===== src/rtl/dif_map.svh =====
`ifndef DIF_MAP_SVH
`define DIF_MAP_SVH

// register byte offsets on the apb bus
`define DIF_FUNC_BASE     8'h00
`define DIF_CTRL          8'h20
`define DIF_STAT          8'h24
`define DIF_HREF          8'h28

// control register field positions
`define DIF_CTRL_PM       0
`define DIF_CTRL_ENC      1
`define DIF_CTRL_FRST     2
`define DIF_CTRL_OLS_LSB  4
`define DIF_CTRL_OLS_MSB  6

// reset values
`define DIF_FUNC_RST      8'h0f
`define DIF_CTRL_RST      8'h00

// input function codes
`define DIF_C_RHOLD       8'h0a
`define DIF_C_UP          8'h10
`define DIF_C_DN          8'h11
`define DIF_C_FS_NO       8'h15
`define DIF_C_M2          8'h16
`define DIF_C_FS_NC       8'h17
`define DIF_C_TMR         8'h18
`define DIF_C_PIDD        8'h19
`define DIF_C_ADS2        8'h1a
`define DIF_C_LOCK        8'h1b
`define DIF_C_SH          8'h1e
`define DIF_C_EF_HI       4'h2
`define DIF_C_OFS1        8'h44
`define DIF_C_OFS3        8'h46
`define DIF_C_UP2         8'h75
`define DIF_C_DN2         8'h76

// indication prefix shown ahead of the terminal number
`define DIF_EF_PREFIX     4'he

// timing
`define DIF_CLK_MHZ       125
`define DIF_SH_MS         100
`define DIF_SW_MS         500

`endif


===== src/rtl/dif_pkg.sv =====
package dif_pkg;
  typedef enum logic [2:0] {
    FS_IDLE = 3'b001,
    FS_STOP = 3'b010,
    FS_LOCK = 3'b100
  } dif_fs_e;

  typedef enum logic [1:0] {
    EF_RAMP  = 2'b00,
    EF_COAST = 2'b01,
    EF_FAST  = 2'b10,
    EF_ALARM = 2'b11
  } dif_ef_e;

  typedef logic [7:0] dif_code_t;
endpackage


===== src/rtl/dif_top.sv =====
// The APB slave port and the register addresses were chosen for this implementation.
`timescale 1ns/100ps
`include "dif_map.svh"

// Contract
// - fast stop while running ramps down on the fast stop time
// - restart refused until standstill, fast stop released and run removed
// - code 15 closed or code 17 open means fast stop
// - code 16 open picks motor one set, closed picks motor two
// - motor select change during run raises the run-switch alarm
// - with encoder on both motors the switch waits 500 ms
// - no second motor selection with a permanent magnet motor
// - one overload protection selection serves both motors
// - code 18 feeds the delay timer input
// - code 19 closed disables pid, released resumes it
// - code 1a is accel/decel select bit two beside bit one
// - code 1b open blocks parameter writes, reads still allowed
// - sample/hold held 100 ms samples the analog reference
// - power loss clears the held reference to zero
// - sample/hold with ramp hold, up/down, offset or up2/down2 conflicts
// - codes 20 to 2f make an input an external fault input
// - external fault indication is prefix plus terminal number
// - even codes normally open, odd closed, pairs alternate detection
// - reactions: ramp, coast, fast stop faults, or alarm only
// - fault reset ignored while a run command is present
module dif_top #(
  parameter int unsigned N_IN      = 8,
  parameter int unsigned AW        = 12,
  parameter int unsigned SH_CYCLES = `DIF_SH_MS * `DIF_CLK_MHZ * 1000,
  parameter int unsigned SW_CYCLES = `DIF_SW_MS * `DIF_CLK_MHZ * 1000
) (
  input  wire logic          clk,
  input  wire logic          sys_rst,
  input  wire logic          psel,
  input  wire logic          penable,
  input  wire logic          pwrite,
  input  wire logic [7:0]    paddr,
  input  wire logic [31:0]   pwdata,
  output logic               pready,
  output logic [31:0]        prdata,
  output logic               pslverr,
  input  wire logic [N_IN-1:0] din,
  input  wire logic          run_cmd,
  input  wire logic          running,
  input  wire logic          standstill,
  input  wire logic          accdec_sel1,
  input  wire logic [AW-1:0] analog_ref,
  output logic               fast_stop_req,
  output logic               restart_inhibit,
  output logic               motor2_sel,
  output logic               motor_switch_busy,
  output logic               run_alarm,
  output logic               timer_in,
  output logic               pid_disable,
  output logic [1:0]         accdec_set,
  output logic               param_lock,
  output logic [AW-1:0]      held_ref,
  output logic               config_conflict_error,
  output logic               ef_fault,
  output logic [1:0]         ef_stop_mode,
  output logic               ef_alarm,
  output logic [7:0]         external_fault_indication,
  output logic [2:0]         overload_protection_select
);
  localparam int SHW = $clog2(SH_CYCLES + 1);
  localparam int SWW = $clog2(SW_CYCLES + 1);

  dif_pkg::dif_code_t func_q [N_IN];
  logic [7:0]        ctrl_q;
  dif_pkg::dif_fs_e  fs_q;
  logic [N_IN-1:0]   fs_v, m2_v, tmr_v, pid_v, ads_v, lock_v, sh_v;
  logic [N_IN-1:0]   is_sh, is_cf, ef_v;
  logic              fs_act, m2_req, sh_act, frst;
  logic [SHW-1:0]    sh_cnt_q;
  logic              sh_done_q;
  logic [SWW-1:0]    sw_cnt_q;
  logic              ef_hit;
  logic [3:0]        ef_term;
  logic [1:0]        ef_kind;
  logic [3:0]        ef_term_q;
  logic              acc, wr_func, wr_ctrl, wr_hit;
  logic [31:0]       rd_d;

  // per-input decode of the assigned function and contact state
  for (genvar i = 0; i < N_IN; i++) begin : g_in
    dif_pkg::dif_code_t c;
    assign c = func_q[i];
    assign fs_v[i]   = (c == `DIF_C_FS_NO && din[i]) ||
                       (c == `DIF_C_FS_NC && !din[i]);
    assign m2_v[i]   = c == `DIF_C_M2 && din[i];
    assign tmr_v[i]  = c == `DIF_C_TMR && din[i];
    assign pid_v[i]  = c == `DIF_C_PIDD && din[i];
    assign ads_v[i]  = c == `DIF_C_ADS2 && din[i];
    // lockout is active while the contact is open
    assign lock_v[i] = c == `DIF_C_LOCK && !din[i];
    assign sh_v[i]   = c == `DIF_C_SH && din[i];
    assign is_sh[i]  = c == `DIF_C_SH;
    assign is_cf[i]  = c == `DIF_C_RHOLD || c == `DIF_C_UP ||
                       c == `DIF_C_DN || c == `DIF_C_UP2 ||
                       c == `DIF_C_DN2 ||
                       (c >= `DIF_C_OFS1 && c <= `DIF_C_OFS3);
    // odd code inverts, bit 1 gates on run
    assign ef_v[i]   = c[7:4] == `DIF_C_EF_HI && (din[i] ^ c[0]) &&
                       (!c[1] || running);
  end

  assign fs_act = |fs_v;
  assign sh_act = |sh_v;
  // selection forced to motor one for magnet motors
  assign m2_req = |m2_v && !ctrl_q[`DIF_CTRL_PM];

  // lowest numbered terminal wins when several faults are present
  always_comb begin
    ef_hit  = 1'b0;
    ef_term = 4'h0;
    ef_kind = 2'h0;
    for (int j = N_IN - 1; j >= 0; j--) begin
      if (ef_v[j]) begin
        ef_hit  = 1'b1;
        ef_term = 4'(j + 1);
        // code bits 3:2 choose the reaction
        ef_kind = func_q[j][3:2];
      end
    end
  end

  // apb decode: registers answer one cycle after setup
  assign acc     = psel && penable && pready;
  assign wr_func = paddr[7:5] == 3'h0 && 32'(paddr[4:2]) < N_IN;
  assign wr_ctrl = paddr == `DIF_CTRL;
  assign wr_hit  = wr_func || wr_ctrl;

  always_comb begin
    rd_d = 32'h0;
    if (wr_func) begin
      rd_d = {24'h0, func_q[paddr[4:2]]};
    end else if (wr_ctrl) begin
      rd_d = {24'h0, ctrl_q};
    end else if (paddr == `DIF_STAT) begin
      rd_d = {12'h0, ef_term_q, ef_stop_mode, ef_fault, ef_alarm,
              config_conflict_error, run_alarm, motor2_sel, param_lock,
              5'h0, fs_q};
    end else if (paddr == `DIF_HREF) begin
      rd_d = 32'(held_ref);
    end
  end

  // bus answer flops; writes refused under lockout report an error
  always_ff @(posedge clk or posedge sys_rst) begin
    if (sys_rst) begin
      pready  <= 1'b0;
      prdata  <= 32'h0;
      pslverr <= 1'b0;
    end else begin
      pready  <= psel && !penable;
      if (psel && !penable) begin
        prdata  <= pwrite ? 32'h0 : rd_d;
        pslverr <= !(wr_hit || paddr == `DIF_STAT ||
                     paddr == `DIF_HREF) ||
                   (pwrite && (param_lock || !wr_hit));
      end
    end
  end

  // function select and control registers
  always_ff @(posedge clk or posedge sys_rst) begin
    if (sys_rst) begin
      for (int k = 0; k < N_IN; k++) begin
        func_q[k] <= `DIF_FUNC_RST;
      end
      ctrl_q <= `DIF_CTRL_RST;
    end else begin
      ctrl_q[`DIF_CTRL_FRST] <= 1'b0;
      // writes blocked while locked, reads still served
      if (acc && pwrite && !param_lock) begin
        if (wr_func) begin
          func_q[paddr[4:2]] <= pwdata[7:0];
        end else if (wr_ctrl) begin
          ctrl_q <= pwdata[7:0];
        end
      end
    end
  end
  assign frst = ctrl_q[`DIF_CTRL_FRST];

  // simple level functions straight to output flops
  always_ff @(posedge clk or posedge sys_rst) begin
    if (sys_rst) begin
      timer_in                   <= 1'b0;
      pid_disable                <= 1'b0;
      accdec_set                 <= 2'h0;
      param_lock                 <= 1'b0;
      config_conflict_error      <= 1'b0;
      overload_protection_select <= 3'h0;
    end else begin
      timer_in    <= |tmr_v;
      pid_disable <= |pid_v;
      // two select bits pick one of four ramp sets
      accdec_set  <= {|ads_v, accdec_sel1};
      param_lock  <= |lock_v;
      config_conflict_error <= |is_sh && |is_cf;
      // one selection shared by both motors
      overload_protection_select <=
        ctrl_q[`DIF_CTRL_OLS_MSB:`DIF_CTRL_OLS_LSB];
    end
  end

  // fast stop sequence; lock stage keeps restart refused
  always_ff @(posedge clk or posedge sys_rst) begin
    if (sys_rst) begin
      fs_q            <= dif_pkg::FS_IDLE;
      fast_stop_req   <= 1'b0;
      restart_inhibit <= 1'b0;
    end else begin
      case (fs_q)
        dif_pkg::FS_IDLE: begin
          // ramp on the fast stop time
          if (fs_act && running) begin
            fs_q            <= dif_pkg::FS_STOP;
            fast_stop_req   <= 1'b1;
            restart_inhibit <= 1'b1;
          end
        end
        dif_pkg::FS_STOP: begin
          if (standstill) begin
            fs_q          <= dif_pkg::FS_LOCK;
            fast_stop_req <= 1'b0;
          end
        end
        dif_pkg::FS_LOCK: begin
          // all three conditions release the interlock
          if (standstill && !fs_act && !run_cmd) begin
            fs_q            <= dif_pkg::FS_IDLE;
            restart_inhibit <= 1'b0;
          end
        end
        default: begin
          fs_q            <= dif_pkg::FS_IDLE;
          fast_stop_req   <= 1'b0;
          restart_inhibit <= 1'b0;
        end
      endcase
    end
  end

  // motor selection: never switches under run, alarms instead
  always_ff @(posedge clk or posedge sys_rst) begin
    if (sys_rst) begin
      motor2_sel        <= 1'b0;
      motor_switch_busy <= 1'b0;
      run_alarm         <= 1'b0;
      sw_cnt_q          <= '0;
    end else if (m2_req == motor2_sel) begin
      motor_switch_busy <= 1'b0;
      sw_cnt_q          <= '0;
      run_alarm         <= run_alarm && running;
    end else if (running) begin
      // request differs from the applied motor during run
      run_alarm         <= 1'b1;
      motor_switch_busy <= 1'b0;
      sw_cnt_q          <= '0;
    end else if (ctrl_q[`DIF_CTRL_ENC] &&
                 sw_cnt_q != SWW'(SW_CYCLES - 1)) begin
      // encoder motors settle before the new set applies
      motor_switch_busy <= 1'b1;
      sw_cnt_q          <= sw_cnt_q + 1'b1;
      run_alarm         <= 1'b0;
    end else begin
      motor2_sel        <= m2_req;
      motor_switch_busy <= 1'b0;
      sw_cnt_q          <= '0;
      run_alarm         <= 1'b0;
    end
  end

  // sample/hold: one sample per assertion once held long enough
  always_ff @(posedge clk or posedge sys_rst) begin
    if (sys_rst) begin
      // power loss leaves the reference at zero
      held_ref  <= '0;
      sh_cnt_q  <= '0;
      sh_done_q <= 1'b0;
    end else if (!sh_act) begin
      sh_cnt_q  <= '0;
      sh_done_q <= 1'b0;
    end else if (!sh_done_q) begin
      if (sh_cnt_q == SHW'(SH_CYCLES - 1)) begin
        // take the analog reference after the hold time
        held_ref  <= analog_ref;
        sh_done_q <= 1'b1;
      end else begin
        sh_cnt_q <= sh_cnt_q + 1'b1;
      end
    end
  end

  // external faults latch until reset; alarms follow the contact
  always_ff @(posedge clk or posedge sys_rst) begin
    if (sys_rst) begin
      ef_fault                  <= 1'b0;
      ef_stop_mode              <= 2'h0;
      ef_alarm                  <= 1'b0;
      ef_term_q                 <= 4'h0;
      external_fault_indication <= 8'h0;
    end else begin
      ef_alarm <= ef_hit && ef_kind == dif_pkg::EF_ALARM;
      if (ef_hit && ef_kind != dif_pkg::EF_ALARM && !ef_fault) begin
        // fault types stop the drive in their own way
        ef_fault                  <= 1'b1;
        ef_stop_mode              <= ef_kind;
        ef_term_q                 <= ef_term;
        external_fault_indication <= {`DIF_EF_PREFIX, ef_term};
      end else if (frst && !run_cmd && ef_fault && !ef_hit) begin
        // reset honoured only without a run command
        ef_fault                  <= 1'b0;
        ef_term_q                 <= 4'h0;
        external_fault_indication <= 8'h0;
      end else if (!ef_fault) begin
        ef_term_q                 <= ef_hit ? ef_term : 4'h0;
        external_fault_indication <=
          ef_hit ? {`DIF_EF_PREFIX, ef_term} : 8'h0;
      end
    end
  end

  a_fs_enter: assert property (@(posedge clk) disable iff (sys_rst)
    fs_q == dif_pkg::FS_IDLE && fs_act && running
    |=> fast_stop_req && restart_inhibit)
    else $error("fast stop not started");

  a_fs_interlock: assert property (@(posedge clk) disable iff (sys_rst)
    restart_inhibit && (run_cmd || fs_act || !standstill)
    |=> restart_inhibit)
    else $error("restart released too early");

  a_m2_pm: assert property (@(posedge clk) disable iff (sys_rst)
    $rose(motor2_sel) |-> !$past(ctrl_q[`DIF_CTRL_PM]))
    else $error("motor two chosen for magnet motor");

  a_run_alarm: assert property (@(posedge clk) disable iff (sys_rst)
    running && m2_req != motor2_sel |=> run_alarm && $stable(motor2_sel))
    else $error("run-switch alarm missing");

  a_pid_off: assert property (@(posedge clk) disable iff (sys_rst)
    |pid_v |=> pid_disable)
    else $error("pid not disabled");

  a_lock_write: assert property (@(posedge clk) disable iff (sys_rst)
    acc && pwrite && param_lock && wr_ctrl |-> pslverr ##1 $stable(ctrl_q))
    else $error("write passed under lockout");

  a_sh_sample: assert property (@(posedge clk) disable iff (sys_rst)
    held_ref != $past(held_ref)
    |-> $past(sh_cnt_q) == SHW'(SH_CYCLES - 1) && $past(sh_act))
    else $error("reference changed without sample");

  a_cfg_conflict: assert property (@(posedge clk) disable iff (sys_rst)
    |is_sh && |is_cf |=> config_conflict_error)
    else $error("conflict not flagged");

  a_reset_run: assert property (@(posedge clk) disable iff (sys_rst)
    ef_fault && run_cmd |=> ef_fault)
    else $error("fault cleared with run present");

  a_ef_latch: assert property (@(posedge clk) disable iff (sys_rst)
    !ef_fault ##1 ef_fault
    |-> external_fault_indication[7:4] == `DIF_EF_PREFIX &&
        external_fault_indication[3:0] != 4'h0)
    else $error("fault indication wrong");
endmodule


===== config.mk =====
export PLATFORM = sky130hd
export DESIGN_NAME = dif_top
export DESIGN_NICKNAME = d
export VERILOG_FILES = /design/src/rtl/dif_pkg.sv /design/src/rtl/dif_top.sv
export VERILOG_INCLUDE_DIRS = /design/src /design/src/rtl
export SDC_FILE = /design/constraint.sdc
export NUM_CORES = 1
export LEC_CHECK = 0
export BUFFER_PORTS_ARGS = -buffer_cell sky130_fd_sc_hd__buf_2
export CORE_UTILIZATION = 45
export DETAILED_ROUTE_END_ITERATION = 12
export HOLD_SLACK_MARGIN = 0.12
export PLACE_DENSITY_LB_ADDON = 0.1
export SLEW_MARGIN = 15
export SYNTH_ARGS = -nofsm -noshare
export SYNTH_HDL_FRONTEND = slang
export SYNTH_SLANG_ARGS = --single-unit

===== constraint.sdc =====
create_clock -name clk -period 10.5 [get_ports clk]
set_input_delay 2.1 -clock clk [delete_from_list [all_inputs] [get_ports clk]]
set_output_delay 2.1 -clock clk [all_outputs]
set_load 0.05 [all_outputs]

; ---- Yosys cells after proc, flatten, opt, wreduce, memory -nomap -nowiden
; Cells that the tools add are included.
[totals]
ff_bits = 202
in_bits = 69
output_inout_bits = 72
word_cells = 483
[op_classes]
add_sub_neg = 2
order_cmp = 18
n_eq_ne = 129
muxes = 71
n_bitwise = 16
n_reduce_logical = 213
[op_table]
columns = cell, count
row1 = $eq 8x5->1 const B, 80
row2 = $eq 8x7->1 const B, 16
row3 = $logic_and 1x1->1, 108
row4 = $mux 26, 3
row5 = $mux 24, 3
row6 = $reduce_or 8->1, 9
row7 = $bwmux 64, 1
row8 = $eq 8x4->1 const B, 8
row9 = $ge 8x7->1 const B, 8
row10 = $le 8x7->1 const B, 8
row11 = $logic_or 1x1->1, 61
row12 = $mux 20, 3
row13 = $mux 8, 7
row14 = $mux 4, 12
row15 = $eq 4x2->1 const B, 8
row16 = $mux 32, 1
row17 = $add 26x1->26 const B, 1
row18 = $ne 26x26->1 const B, 1
row19 = $logic_not 1->1, 25
row20 = $add 24x1->24 const B, 1
row21 = $bmux 8 s3, 1
row22 = $demux 8 s3, 1
row23 = $eq 24x24->1 const B, 1
row24 = $eq 8x6->1 const B, 3
row25 = other kinds (22), 79

; ---- Logic depth before layout (Yosys ltp)
[logic_depth]
word_depth = 15
depth_mapped = 8

; ---- Least setup slack after synthesis
; No wires, ideal clock.
[synth_path]
kind = in2reg
start = in paddr[4]
end = reg ctrl_q[0]
setup_ns = 0.125
t_arrival_ns = 3.853
required_time_ns = 10.375
slack_ns = 6.523
path_stages = 8
n_path_buf = 3
cell_sequence = clkbuf_1 nor4b_1 nand2_1 or2_1 clkbuf_1 or3_1 clkbuf_1 mux2_2
[synth_between]
elab_chain_cells = 2
[synth_rtl]
columns = element, line_no
row1 = from (decl), dif_top.sv:37  ; input wire logic [7:0] paddr,
row2 = $eq 8x6->1 (no source line), --
row3 = $reduce_and 3->1 (no source line), --
row4 = to (signal assigned), dif_top.sv:171  ; ctrl_q <= `DIF_CTRL_RST;
row5 = to (signal assigned), dif_top.sv:179  ; ctrl_q <= pwdata[7:0];
row6 = to (decl), dif_top.sv:69  ; logic [7:0] ctrl_q;
; Every way passes these cells.
; A chain may end at the register's enable or synchronous reset.

; ---- Final worst setup path
[layout_path]
start = in penable
end = reg prdata[19]
[layout_between]
elab_chain_cells = 2
[layout_rtl]
columns = element, line_no
row1 = from (decl), dif_top.sv:35  ; input wire logic penable,
row2 = $logic_not 1->1, dif_top.sv:156  ; if (psel && !penable) begin
row3 = $logic_and 1x1->1, dif_top.sv:156
row4 = to (signal assigned), dif_top.sv:157  ; prdata <= pwrite ? 32'h0 : rd_d;
row5 = to (decl), dif_top.sv:40  ; output logic [31:0] prdata,
; Every way passes these cells.

==> results.sh <==
export IMPL_status="finished, final reports clean"
export IMPL_clk_pin_slew_ns=0.07
export IMPL_grt_max_degree=113
export IMPL_cts_buffer_depth=2
export IMPL_synthArstFlopShare=1.00
export IMPL_hold_violations=0
export IMPL_grt_pass1_wl_um=47700
export IMPL_reg2reg_slack_ns=7.65
export IMPL_diodes=0
export IMPL_cts_setup_buffers=0
export IMPL_routedWlPerCell_um=22.1
export IMPL_cts_resized=0
export IMPL_holdPathStages=0
export IMPL_timing_rr_end="held_ref[2]"
export IMPL_synth_distinct_cells=82
export IMPL_drc=0
export IMPL_power_density_nw_per_um2=129
export IMPL_ys_warnings_count=0
export IMPL_insertion_delay_ns=0.44
export IMPL_setup_violations=0
export IMPL_cts_tree="built"
export IMPL_post_synth_top_area_fraction=0.356
export IMPL_viasPerCell=5.98
export IMPL_crit_family="simple AND/OR/NAND/NOR gates"
export IMPL_num_rows=55
export IMPL_grt_overflow=0
export IMPL_initial_core_util=0.462
export IMPL_arrival_ns=4.69
export IMPL_relSlewSlack=0.284
export IMPL_portBuffers=103
export IMPL_numCtsBuffers=17
export IMPL_die_w_um=155
export IMPL_worstMarginPinSlew_ns=1.06
export IMPL_yosysSeqAreaShare=0.439
export IMPL_netlist_instances=997
export IMPL_drv_slew=0
export IMPL_totalWireLength_um=30700
export IMPL_h_tree_depth=4
export IMPL_fin_skew_ns=0.0166
export IMPL_hp_class="flip-flop to flip-flop"
export IMPL_worstHoldStart="ctrl_q[5]"
export IMPL_num_vias=8313
export IMPL_critPathBufInv=1
export IMPL_rr_worst_depth=7
export IMPL_hpwlAfterDp_um=21500
export IMPL_hold_buffers=0
export IMPL_cts_num_sinks=183
export IMPL_ir_worst_vdd_mv=0.0944
export IMPL_grt_pass1_vias=7882
export IMPL_finalCritPeriodShare=0.412
export IMPL_endpoint_kind="flip-flop"
export IMPL_tns_ns=0
export IMPL_grt_antenna_before_repair=2
export IMPL_path_max_fanout=24
export IMPL_die_area_um2=24000
export IMPL_whs_ns=0.409
export IMPL_drive_above_1_share=0.275
export IMPL_yosysTopAreaCell="dfrtp_1"
export IMPL_min_period_ns=4.32
export IMPL_max_stage_delay_ns=0.72
export IMPL_ys_ff_latch=183
export IMPL_syn_avg_cell_area_um2=10.6
export IMPL_die_height_um=155
export IMPL_final_net_count=1136
export IMPL_worstHoldEndpoint="overload_protection_select[1]"
export IMPL_syn_to_final_growth_pct=11.9
export IMPL_fin_util=0.518
export IMPL_ios=141
export IMPL_layout_common_cells="150 x dfrtp_1, 103 x buf_2, 74 x mux2_2"
export IMPL_max_freq_mhz=231
export IMPL_final_common_cell="dfrtp_1"
export IMPL_core_area_um2=22800
export IMPL_worstPathCellList="buf_2 > nand2b_1 > nor2_1 > nand4b_1 > nor3b_2 > a22o_1"
export IMPL_rsz0062_at_grt="false"
export IMPL_synth_edf_count=0
export IMPL_synth_ff_type="dfrtp_1"
export IMPL_cp_slowest_cell="nor2_1"
export IMPL_gp_congestion=0.938
export IMPL_cts_root_buf="clkbuf_16"
export IMPL_ant_nets=0
export IMPL_grtUsageTotal=0.265
export IMPL_worstReg2RegStart="g_in[4].c[7]"
export IMPL_cp_start_kind="input port"
export IMPL_path_class="input port to flip-flop"
export IMPL_maxCapViolCount=0
export IMPL_drt_initial_drc_count=798
export IMPL_cp_data_required_time_ns=10.86
export IMPL_drtPass1Iterations=5
export IMPL_synth_area_leaders="dfrtp_1 36%, dfstp_2 8.2%, mux2_2 7.9%"
export IMPL_power_leakage_nw=5.13
export IMPL_netlist_area_um2=10500
state kept, by name, indices dropped and copies added, names as in the netlist, 2 cells and up:
name and flops:
fs_q 3, accdec_set 2, ctrl_q 8, sw_cnt_q 26, g_in.c 64, overload_protection_select 3
held_ref 12, sh_cnt_q 24, ef_term_q 3, external_fault_indication 2, prdata 20, ef_stop_mode 2
report_power, final:
| part | switching [W] | internal [W] |
|---|---|---|
| Clock | 0.000314 | 0.000337 |
| Sequential | 0.0000181 | 0.000718 |
| Combinational | 0.000102 | 0.0000350 |
cells in the mapped netlist (8+ instances only):
library cell / count
a21oi_1: 22
clkbuf_1: 41
nor2_1: 55
nand3b_1: 9
or3_1: 8
xor2_1: 44
nor3_1: 45
a22o_1: 19
nor4b_1: 15
and4_1: 12
dfrtp_1: 150
dfstp_2: 33
xnor2_1: 19
inv_1: 25
nor2b_1: 19
o22ai_1: 9
nor4_1: 14
mux2_2: 74
o21ai_0: 21
buf_1: 8
mux2i_1: 17
nand2b_1: 18
and3_1: 19
mux4_2: 16
mux2_4: 10
buf_4: 15
nand3_1: 43
nand2_1: 48
nand4_1: 42
worst max-delay path by stage:
stage               startpoint             to  slack (ns)  cells past startpoint
floorplan              sys_rst  accdec_set[0]        3.48                      1
global placement       penable     prdata[14]        5.76                      6
detailed placement     penable     prdata[14]        5.66                      6
CTS                    penable     prdata[19]        6.11                      6
global route           penable     prdata[18]        5.87                      6
finish                 penable     prdata[19]        6.18                      6
per-layer routing:
metal / vias to the layer above / track usage / wire length, um
li1: 3852 / - / -
met1: 4058 / 0.401 / 14700
met2: 368 / 0.371 / 12800
met3: 33 / 0.0607 / 2410
met4: 2 / 0.0802 / 703
met5: - / 0 / 8
metrics by stage:
step                total power [W]  cell area (um^2)  instances  worst slack (ns)
floorplan                  0.000843             10600       1009              3.48
detailed placement         0.000885             11200       1359              5.66
global placement           0.000885             11200       1359              5.76
finish                      0.00152             11800       1390              6.18
CTS                         0.00154             11800       1390              6.11
global route                0.00158             11800       1390              5.87
kinds of logic after synthesis:
family                     synth area share
other                              0.000356
DFF                                   0.439
and+or+nand+nor                       0.229
buffers and inverters                0.0405
adders and majority gates           0.00333
xor gates and xnor gates             0.0524
muxes                                 0.144
AOI/OAI and AO/OA                    0.0922
worst register-to-register path, stage by stage, from the launching register on:
cell      delay [ns]
dfrtp_1         0.46
nor4b_2         0.50
nand3_1         0.23
o211ai_1        0.34
nor4_4          0.08
buf_4           0.24
or3_4           0.54
mux2_4          0.34
area by class of cell:
class	count	area (um^2)
sequential	183	4620
multi-input combinational	731	5550
inverter	25	101
tap	313	392
timing repair buffer	107	546
fill	2085	11000
clock inverter	14	158
clock buffer	17	425
Power figures use the tool's default switching activity.
